$ cat config.mk
export PLATFORM = sky130hd
export DESIGN_NAME = ppd_pwm_config
export DESIGN_NICKNAME = d
export VERILOG_FILES = /design/src/rtl/ppd_pkg.sv /design/src/rtl/ppd_deadtime.sv /design/src/rtl/ppd_pwm_config.sv /design/src/rtl/ppd_sync.sv
export SDC_FILE = /design/constraint.sdc
export NUM_CORES = 1
export LEC_CHECK = 0
export ABC_AREA = 1
export BUFFER_PORTS_ARGS = -buffer_cell sky130_fd_sc_hd__buf_2
export CORE_MARGIN = 3
export CORE_UTILIZATION = 35
export DETAILED_ROUTE_END_ITERATION = 7
export PLACE_DENSITY = 0.49
export SYNTH_ARGS = -nofsm -noshare
export SYNTH_HDL_FRONTEND = slang
export SYNTH_SLANG_ARGS = --single-unit
$ cat constraint.sdc
create_clock -name pclk -period 3.6 [get_ports pclk]
set_input_delay 0.54 -clock pclk [delete_from_list [all_inputs] [get_ports pclk]]
set_output_delay 0.54 -clock pclk [all_outputs]
set_load 0.02 [all_outputs]
$ cat src/rtl/ppd_pkg.sv
/*
 * Constants for the PWM pair configuration and deadtime block: register
 * offsets, field positions, reset values and widths.
 * Assumes a 32-bit APB master and one aligned word per register.
 */
package ppd_pkg;
	localparam int NUM_CH   = 6;
	localparam int DT_W     = 12;
	localparam int PRSC_W   = 4;

	// Byte offsets
	localparam logic [7:0] OFS_CFG0   = 8'h00;
	localparam logic [7:0] OFS_CFG1   = 8'h04;
	localparam logic [7:0] OFS_DTMC   = 8'h08;
	localparam logic [7:0] OFS_OUTC   = 8'h0c;
	localparam logic [7:0] OFS_OUTB   = 8'h10;
	localparam logic [7:0] OFS_MASK   = 8'h14;
	localparam logic [7:0] OFS_MOD    = 8'h18;
	localparam logic [7:0] OFS_PRSC   = 8'h1c;
	localparam logic [7:0] OFS_PW0    = 8'h20;
	localparam logic [7:0] OFS_PW_END = 8'h38;
	localparam logic [7:0] OFS_STAT   = 8'h38;

	// Configuration zero fields
	localparam int CFG0_INDEP_A = 0;
	localparam int CFG0_INDEP_B = 1;
	localparam int CFG0_INDEP_C = 2;
	localparam int CFG0_WP      = 7;
	// Configuration one: bits 5..0 are per-channel polarity, 2n top, 2n+1 bottom
	localparam int CFG1_POL_LSB = 0;
	localparam int CFG1_BOT_C   = 5;
	localparam int CFG1_COMMUTATION_ENABLE    = 6;

	localparam logic [DT_W-1:0]   DT_RESET   = 12'hfff;
	localparam logic [PRSC_W-1:0] PRSC_RESET = 4'h0;
	localparam logic [15:0]       MOD_RESET  = 16'h0100;
endpackage : ppd_pkg

$ cat src/rtl/ppd_deadtime.sv
/*
 * Deadtime inserter for one channel pair.
 * Assumes tick is a one-cycle pulse per PWM clock from the prescaler.
 */
`timescale 1ns/1ps
`default_nettype none
module ppd_deadtime
	import ppd_pkg::*;
(
	// Clock and reset
	input  wire logic            pclk,
	input  wire logic            presetn,
	// Control
	input  wire logic            tick,
	input  wire logic            comp,
	input  wire logic [DT_W-1:0] dt,
	// Pair in and out
	input  wire logic            in_top,
	input  wire logic            in_bot,
	output logic                 out_top,
	output logic                 out_bot
);
	logic            cur;
	logic            chg;
	logic            gap;
	logic [DT_W-1:0] dcnt;

	// Both sides go off in the very cycle the compare flips, so the gap
	// spans dt whole prescaled ticks; a new edge restarts the gap
	assign chg = comp && in_top != cur;
	assign gap = (chg && dt != '0) || dcnt != '0;

	always_ff @(posedge pclk or negedge presetn) begin
		if (!presetn) begin
			cur  <= 1'b0;
			dcnt <= '0;
		end else if (chg) begin
			cur  <= in_top;
			// The flip cycle already counts when it ends on a tick
			dcnt <= (tick && dt != '0) ? dt - 1'b1 : dt;
		end else if (tick && dcnt != '0) begin
			dcnt <= dcnt - 1'b1;
		end
	end

	assign out_top = comp ? (in_top && !gap) : in_top;
	assign out_bot = comp ? (!in_top && !gap) : in_bot;
endmodule : ppd_deadtime
`default_nettype wire

$ cat src/rtl/ppd_pwm_config.sv
/*
 * PWM pair configuration with deadtime: APB register file, prescaled
 * counter, compare, complementary/independent pairing, output control
 * with commutation buffering, mask and polarity.
 * Assumes an APB master on pclk and an asynchronous commutation pin.
 */
// Implementation choices: the register offsets and register access over APB.
`timescale 1ns/1ps
`default_nettype none
module ppd_pwm_config
	import ppd_pkg::*;
#(
	parameter int CNT_W = 15
) (
	// Clock and reset
	input  wire logic              pclk,
	input  wire logic              presetn,
	// APB slave
	input  wire logic              psel,
	input  wire logic              penable,
	input  wire logic              pwrite,
	input  wire logic [7:0]        paddr,
	input  wire logic [31:0]       pwdata,
	output logic [31:0]            prdata,
	output logic                   pready,
	output logic                   pslverr,
	// Commutation event pin
	input  wire logic              commutation_evt,
	// PWM outputs
	output logic [NUM_CH-1:0]      pwm_out
);
	if (CNT_W < 2 || CNT_W > 16) begin : g_bad_cnt_w
		$error("ppd_pwm_config: CNT_W must be 2 to 16");
	end

	function automatic logic f_hit(input logic [7:0] a);
		f_hit = (a[1:0] == 2'b00) && (a <= OFS_STAT);
	endfunction : f_hit

	function automatic logic [2:0] f_pw_idx(input logic [7:0] a);
		logic [7:0] d;
		d = a - OFS_PW0;
		f_pw_idx = d[4:2];
	endfunction : f_pw_idx

	function automatic logic f_pol(input logic v, input logic neg);
		f_pol = neg ? ~v : v;
	endfunction : f_pol

	logic                   wr_en;
	logic                   rd_setup;
	logic [2:0]             indep;
	logic                   wp;
	logic [6:0]             cfg1;
	logic [DT_W-1:0]        dt;
	logic [NUM_CH-1:0]      shd_ctl;
	logic [NUM_CH-1:0]      shd_val;
	logic [NUM_CH-1:0]      shd_mask;
	logic [NUM_CH-1:0]      act_ctl;
	logic [NUM_CH-1:0]      act_val;
	logic [NUM_CH-1:0]      act_mask;
	logic [CNT_W-1:0]       modulus;
	logic [PRSC_W-1:0]      prsc;
	logic [CNT_W-1:0]       pw [NUM_CH];
	logic [PRSC_W-1:0]      pre_cnt;
	logic                   tick;
	logic [CNT_W-1:0]       cnt;
	logic                   cnt_last;
	logic                   comm_sync;
	logic                   comm_q;
	logic                   comm_evt;
	logic                   commutation_enable;
	logic [NUM_CH-1:0]      raw;
	logic [NUM_CH-1:0]      pre;
	logic [NUM_CH-1:0]      next_pwm;

	// APB: zero wait states, read data captured in the setup cycle
	assign pready   = 1'b1;
	assign pslverr  = psel && penable && !f_hit(paddr);
	assign wr_en    = psel && penable && pwrite && f_hit(paddr);
	assign rd_setup = psel && !penable && !pwrite;
	assign commutation_enable     = cfg1[CFG1_COMMUTATION_ENABLE];

	// Mode and polarity bits; write protect is set-only until reset
	always_ff @(posedge pclk or negedge presetn) begin
		if (!presetn) begin
			indep <= '0;
			wp    <= 1'b0;
			cfg1  <= '0;
		end else if (wr_en && !wp) begin
			if (paddr == OFS_CFG0) begin
				indep <= {pwdata[CFG0_INDEP_C], pwdata[CFG0_INDEP_B],
					pwdata[CFG0_INDEP_A]};
				wp    <= pwdata[CFG0_WP];
			end
			if (paddr == OFS_CFG1)
				cfg1 <= pwdata[6:0];
		end
	end

	always_ff @(posedge pclk or negedge presetn) begin
		if (!presetn)
			dt <= DT_RESET;
		else if (wr_en && paddr == OFS_DTMC)
			dt <= pwdata[DT_W-1:0];
	end

	always_ff @(posedge pclk or negedge presetn) begin
		if (!presetn) begin
			modulus <= MOD_RESET[CNT_W-1:0];
			prsc    <= PRSC_RESET;
		end else if (wr_en) begin
			if (paddr == OFS_MOD)
				modulus <= pwdata[CNT_W-1:0];
			if (paddr == OFS_PRSC)
				prsc <= pwdata[PRSC_W-1:0];
		end
	end

	always_ff @(posedge pclk or negedge presetn) begin
		if (!presetn) begin
			for (int i = 0; i < NUM_CH; i++)
				pw[i] <= '0;
		end else if (wr_en && paddr >= OFS_PW0 && paddr < OFS_PW_END) begin
			pw[f_pw_idx(paddr)] <= pwdata[CNT_W-1:0];
		end
	end

	// Commutation pin: synchronised, rising edge taken from the clean copy
	ppd_sync u_comm_sync (
		.pclk     (pclk),
		.presetn  (presetn),
		.async_in (commutation_evt),
		.sync_out (comm_sync)
	);

	always_ff @(posedge pclk or negedge presetn) begin
		if (!presetn)
			comm_q <= 1'b0;
		else
			comm_q <= comm_sync;
	end

	assign comm_evt = commutation_enable && comm_sync && !comm_q;

	// Written values land in the shadow set
	always_ff @(posedge pclk or negedge presetn) begin
		if (!presetn) begin
			shd_ctl  <= '0;
			shd_val  <= '0;
			shd_mask <= '0;
		end else if (wr_en) begin
			if (paddr == OFS_OUTC)
				shd_ctl <= pwdata[NUM_CH-1:0];
			if (paddr == OFS_OUTB)
				shd_val <= pwdata[NUM_CH-1:0];
			if (paddr == OFS_MASK)
				shd_mask <= pwdata[NUM_CH-1:0];
		end
	end

	// Active set: follows writes directly, or waits for a commutation edge
	always_ff @(posedge pclk or negedge presetn) begin
		if (!presetn) begin
			act_ctl  <= '0;
			act_val  <= '0;
			act_mask <= '0;
		end else if (commutation_enable) begin
			if (comm_evt) begin
				act_ctl  <= shd_ctl;
				act_val  <= shd_val;
				act_mask <= shd_mask;
			end
		end else if (wr_en) begin
			if (paddr == OFS_OUTC)
				act_ctl <= pwdata[NUM_CH-1:0];
			if (paddr == OFS_OUTB)
				act_val <= pwdata[NUM_CH-1:0];
			if (paddr == OFS_MASK)
				act_mask <= pwdata[NUM_CH-1:0];
		end
	end

	// Prescaler: a setting of n divides the core clock by n+1
	always_ff @(posedge pclk or negedge presetn) begin
		if (!presetn)
			pre_cnt <= '0;
		else if (pre_cnt >= prsc)
			pre_cnt <= '0;
		else
			pre_cnt <= pre_cnt + 1'b1;
	end

	assign tick     = (pre_cnt >= prsc);
	assign cnt_last = (modulus == '0) || (cnt >= modulus - 1'b1);

	always_ff @(posedge pclk or negedge presetn) begin
		if (!presetn)
			cnt <= '0;
		else if (tick)
			cnt <= cnt_last ? '0 : cnt + 1'b1;
	end

	// Compare: active level while the counter has not passed the width
	always_comb begin
		for (int i = 0; i < NUM_CH; i++)
			raw[i] = (cnt <= pw[i]);
	end

	// In complementary mode the bottom follows the inverted top
	for (genvar p = 0; p < NUM_CH / 2; p++) begin : g_pair
		ppd_deadtime u_dt (
			.pclk    (pclk),
			.presetn (presetn),
			.tick    (tick),
			.comp    (!indep[p]),
			.dt      (dt),
			.in_top  (raw[2*p]),
			.in_bot  (raw[2*p+1]),
			.out_top (pre[2*p]),
			.out_bot (pre[2*p+1])
		);
	end

	// Polarity last, so a masked channel rests at its inactive level
	always_comb begin
		logic v;
		v = 1'b0;
		for (int i = 0; i < NUM_CH; i++) begin
			v = act_ctl[i] ? act_val[i] : pre[i];
			v = act_mask[i] ? 1'b0 : v;
			next_pwm[i] = f_pol(v, cfg1[CFG1_POL_LSB+i]);
		end
	end

	always_ff @(posedge pclk or negedge presetn) begin
		if (!presetn)
			pwm_out <= '0;
		else
			pwm_out <= next_pwm;
	end

	always_ff @(posedge pclk or negedge presetn) begin
		if (!presetn) begin
			prdata <= '0;
		end else if (rd_setup) begin
			case (paddr)
				OFS_CFG0: prdata <= 32'({wp, 4'h0, indep});
				OFS_CFG1: prdata <= 32'(cfg1);
				OFS_DTMC: prdata <= 32'(dt);
				OFS_OUTC: prdata <= 32'(shd_ctl);
				OFS_OUTB: prdata <= 32'(shd_val);
				OFS_MASK: prdata <= 32'(shd_mask);
				OFS_MOD:  prdata <= 32'(modulus);
				OFS_PRSC: prdata <= 32'(prsc);
				OFS_STAT: prdata <= 32'({act_mask, act_val, act_ctl, pwm_out});
				default: begin
					if (paddr >= OFS_PW0 && paddr < OFS_PW_END &&
						paddr[1:0] == 2'b00)
						prdata <= 32'(pw[f_pw_idx(paddr)]);
					else
						prdata <= '0;
				end
			endcase
		end
	end

	// Checks
	logic out_of_reset;

	always_ff @(posedge pclk or negedge presetn) begin
		if (!presetn)
			out_of_reset <= 1'b0;
		else
			out_of_reset <= 1'b1;
	end
endmodule : ppd_pwm_config
`default_nettype wire

$ cat src/rtl/ppd_sync.sv
/*
 * Two-flop synchroniser for one level from outside the pclk domain.
 * Assumes the input is a slow level held for at least two pclk cycles.
 */
`timescale 1ns/1ps
`default_nettype none
module ppd_sync
	import ppd_pkg::*;
(
	// Clock and reset
	input  wire logic pclk,
	input  wire logic presetn,
	// Level
	input  wire logic async_in,
	output logic      sync_out
);
	logic meta;

	always_ff @(posedge pclk or negedge presetn) begin
		if (!presetn) begin
			meta     <= 1'b0;
			sync_out <= 1'b0;
		end else begin
			meta     <= async_in;
			sync_out <= meta;
		end
	end
endmodule : ppd_sync
`default_nettype wire

==> impl_metrics.csv <==
group,metric,value,unit
run_status,status,"finished with violations",
run_status,violations,"negative hold slack",
cells_and_area,drive_above_1_share,8.67,%
timing,tightest_slew,1.10,ns
detailed_routing,firstDrtPassIters,7,
logic_synthesis,synth_top_area_share,39.3,%
placement,dp_hpwl,38800,µm
die,ioPinCount,86,
global_route,overflow,0,
logic_synthesis,ys.flop_type,"dfrtp_1",
global_route,grt_max_degree,90,
cells_and_area,nets,2272,
timing,rsz0062_at_grt,"false",
die,fp.dieH,217,µm
detailed_routing,wl_per_cell,19.0,µm
timing,slew_headroom,26.6,%
logic_synthesis,ys_async_sr_fraction,100,%
clocking,hold_buffers,0,
pwr,p_per_area,427,mW/mm²
clocking,clk_pin_slew,0.06,ns
critical_path,cp_max_fo,8,
critical_path,critPathCaptureType,"flop",
critical_path,cpMaxStageDelayCell,"dfrtp_1",
cells_and_area,seq_area,0.00650,mm²
hold_path,hold_path_class,"in -> async",
critical_path,crit_required,4.08,ns
logic_synthesis,synth.area.top_cells,"dfrtp_1 39%, nand2_1 13%, ha_1 9.4%",
critical_path,crit_buf_inv,2,
critical_path,cp_top_family,"simple AND/OR/NAND/NOR gates",
placement,globalplace.congestion,0.922,
logic_synthesis,yosys_warnings,0,
placement,pre_cts_slack,0.0327,ns
logic_synthesis,yosys.area.top_type,"dfrtp_1",
logic_synthesis,yosysUniqueCellTypes,48,
die,start_util,35.9,%
pwr,leakagePower,8.64,nW
clocking,clock_tree.root_cell,"clkbuf_16",
logic_synthesis,synth_edf_count,0,
cells_and_area,fillers,4547,
critical_path,path_class,"reg -> reg",
clocking,numClockSinks,259,
die,num_rows,76,
logic_synthesis,ys_seq_elements,259,
clocking,cts_buffers,31,
logic_synthesis,syn-instance-count,2040,
critical_path,critical_path.cell_chain,"nor2_1 > nand2_1 > nor3_2 > nand3_1 > or3_4 > nor3_4 > nand3_1 > xor2_1 > ha_1 > nand2_1 > nor2_1 > nand4_1 > inv_1 > nand3_1 > and2_0 > nand3_2 > nand2_4 > inv_2 > nor2_1",
detailed_routing,via_per_inst,5.12,
critical_path,cp.depth,19,
die,core_area,0.0436,mm²
global_route,antenna_found_initial,3,
critical_path,reg2reg_depth,19,
global_route,track_usage,22.0,%
logic_synthesis,post-synth-top-count-cell,"nand2_1",
timing,drv_slew,0,
placement,io_buffers,59,
timing,max_freq,309,MHz
pwr,ir_worst_vdd,0.329,mV
timing,fin_skew,0.0256,ns
clocking,post_cts_resized,0,
clocking,htreeDepth,1,
clocking,cts_tree,"built",
logic_synthesis,avgSynthCellArea,7.67,µm²
die,die_x,217,µm
detailed_routing,dr.first_iter.drc_count,1118,
timing,period_needed,3.23,ns
logic_synthesis,ys_seq_area_share,41.5,%
die,dieArea,0.0473,mm²
run,max_cap_viol_count,0,
logic_synthesis,netlist_area,0.0157,mm²
logic_synthesis,synth_common_cells,"527 x nand2_1, 289 x inv_1, 246 x dfrtp_1, 229 x o21ai_0, 117 x ha_1",
critical_path,crit_arrival,3.71,ns
clocking,cts_buffer_depth,3,
critical_path,critical_path.max_stage_delay,0.43,ns
detailed_routing,wl,51700,µm
cells_and_area,multi_input_area,0.00778,mm²
timing,timing.final.ws_setup,0.369,ns
clocking,clock_latency,0.59,ns
global_route,grt_pass1_vias,13602,
critical_path,critPathLaunchType,"flop",
detailed_routing,vias,13921,
cells_and_area,diodes,0,
timing,hold_viol,11,
timing,hold_ws,-0.0589,ns
timing,min_period_over_period,89.8,%
global_route,grt_pass1_wl,80300,µm
clocking,post_cts_buffers,0,
timing,setup_tns,0,ns
cells_and_area,syn_to_final_growth,13.6,%
detailed_routing,drtAntennaViolNets,0,
timing,setup_violations,0,
detailed_routing,drc_errors,0,
final timing paths:
check,start,end,slack [ns]
worst max-delay path,modulus[2]$_DFFE_PN0P_,cnt[3]$_DFFE_PN0P_,0.37
worst min-delay path,presetn,g_pair[0].u_dt.dcnt[5]$_DFFE_PN0P_,-0.06
worst max register to register,modulus[2]$_DFFE_PN0P_,cnt[3]$_DFFE_PN0P_,0.37
worst min register to register,u_comm_sync.sync_out$_DFF_PN0_,comm_q$_DFF_PN0_,0.37
max in group asynchronous,presetn,pw[89]$_DFFE_PN0P_,2.73
min in group pclk,commutation_evt,u_comm_sync.meta$_DFF_PN0_,0.05
layout by cell type, fill, tap and decap left out, types with 5 or more instances in the layout:
cell type,Yosys,final
nand2_1,527,526
inv_1,289,287
dfrtp_1,246,246
o21ai_0,229,229
ha_1,117,117
nor2_1,115,115
a21oi_1,71,71
nand3_1,69,67
buf_2,28,58
o22ai_1,50,50
o21ai_1,46,46
xor2_1,44,44
buf_4,11,37
clkbuf_16,0,31
nor3_1,24,21
nand4_1,19,19
o221ai_1,15,15
dfstp_2,13,13
nor4_1,11,11
nand3b_1,10,10
conb_1,2,9
o211ai_1,8,8
clkbuf_1,31,8
clkbuf_8,0,8
xnor2_1,7,7
clkinv_2,0,6
a221oi_1,5,5
a211oi_1,5,5
kinds of logic (layout without fill, tap and decap cells):
logic type / Yosys count / after routing / share of synthesized area (%)
AND/OR/NAND/NOR: 790 / 790 / 20.7
AO/OA/AOI/OAI: 456 / 456 / 16.3
buffers and inverters: 365 / 452 / 9.24
flip-flops: 259 / 259 / 41.5
adder cells (fa/ha/maj): 117 / 117 / 9.35
XOR/XNOR: 51 / 51 / 2.85
other: 2 / 9 / 0.0480
worst register-to-register path, stage by stage, from the launching register on:
cell and delay, ns:
dfrtp_1 0.43, nor2_1 0.12, nand2_1 0.10, nor3_2 0.18, nand3_1 0.15, or3_4 0.38, nor3_4 0.22, nand3_1 0.11
xor2_1 0.16, ha_1 0.28, nand2_1 0.06, nor2_1 0.14, nand4_1 0.11, inv_1 0.09, nand3_1 0.09, and2_0 0.16
nand3_2 0.10, nand2_4 0.10, inv_2 0.11, nor2_1 0.05
registers in the layout, summed over array words and instances, names as in the netlist, 7 cells and up:
register,cells
dt,12
modulus,15
g_pair.u_dt.dcnt,36
cfg1,7
pw,90
cnt,15
prdata,24
power breakdown:
| group | internal [mW] | switching (mW) |
|---|---|---|
| registers | 3.14 | 0.176 |
| logic | 0.440 | 0.740 |
| clock network | 1.82 | 1.28 |
| total | 5.40 | 2.20 |
final cells by class:
type,instances,share of cell area (%)
sequential,259,36.5
tap,585,4.12
timing repair buffer,100,3.73
clock buffer,47,5.15
inverter,294,6.21
clock inverter,11,0.521
multi-input combinational,1423,43.7
per-stage QoR:
step / instances / util, % / hold WS [ns] / cell area [µm²] / power, mW
floorplan: 2047 / - / 0.244 / 15700 / 4.19
global placement: 2661 / 38.3 / 0.343 / 16700 / 4.52
detailed placement: 2661 / 38.3 / 0.350 / 16700 / 4.54
CTS: 2719 / 40.6 / 0.00912 / 17700 / 7.69
global route: 2719 / 40.7 / 0.00197 / 17800 / 8.05
finish: 2719 / 40.7 / -0.0589 / 17800 / 7.60
metal layers:
layer	routed length [µm]	up-vias	share of wire, %	global-route usage, %
li1	-	6859	-	-
met1	24000	6688	46	30.6
met2	24000	312	47	36.5
met3	2520	62	4.9	2.93
met4	1090	0	2.1	4.96
met5	0	-	0	0
Note: power is estimated with default switching activity, not from simulation.
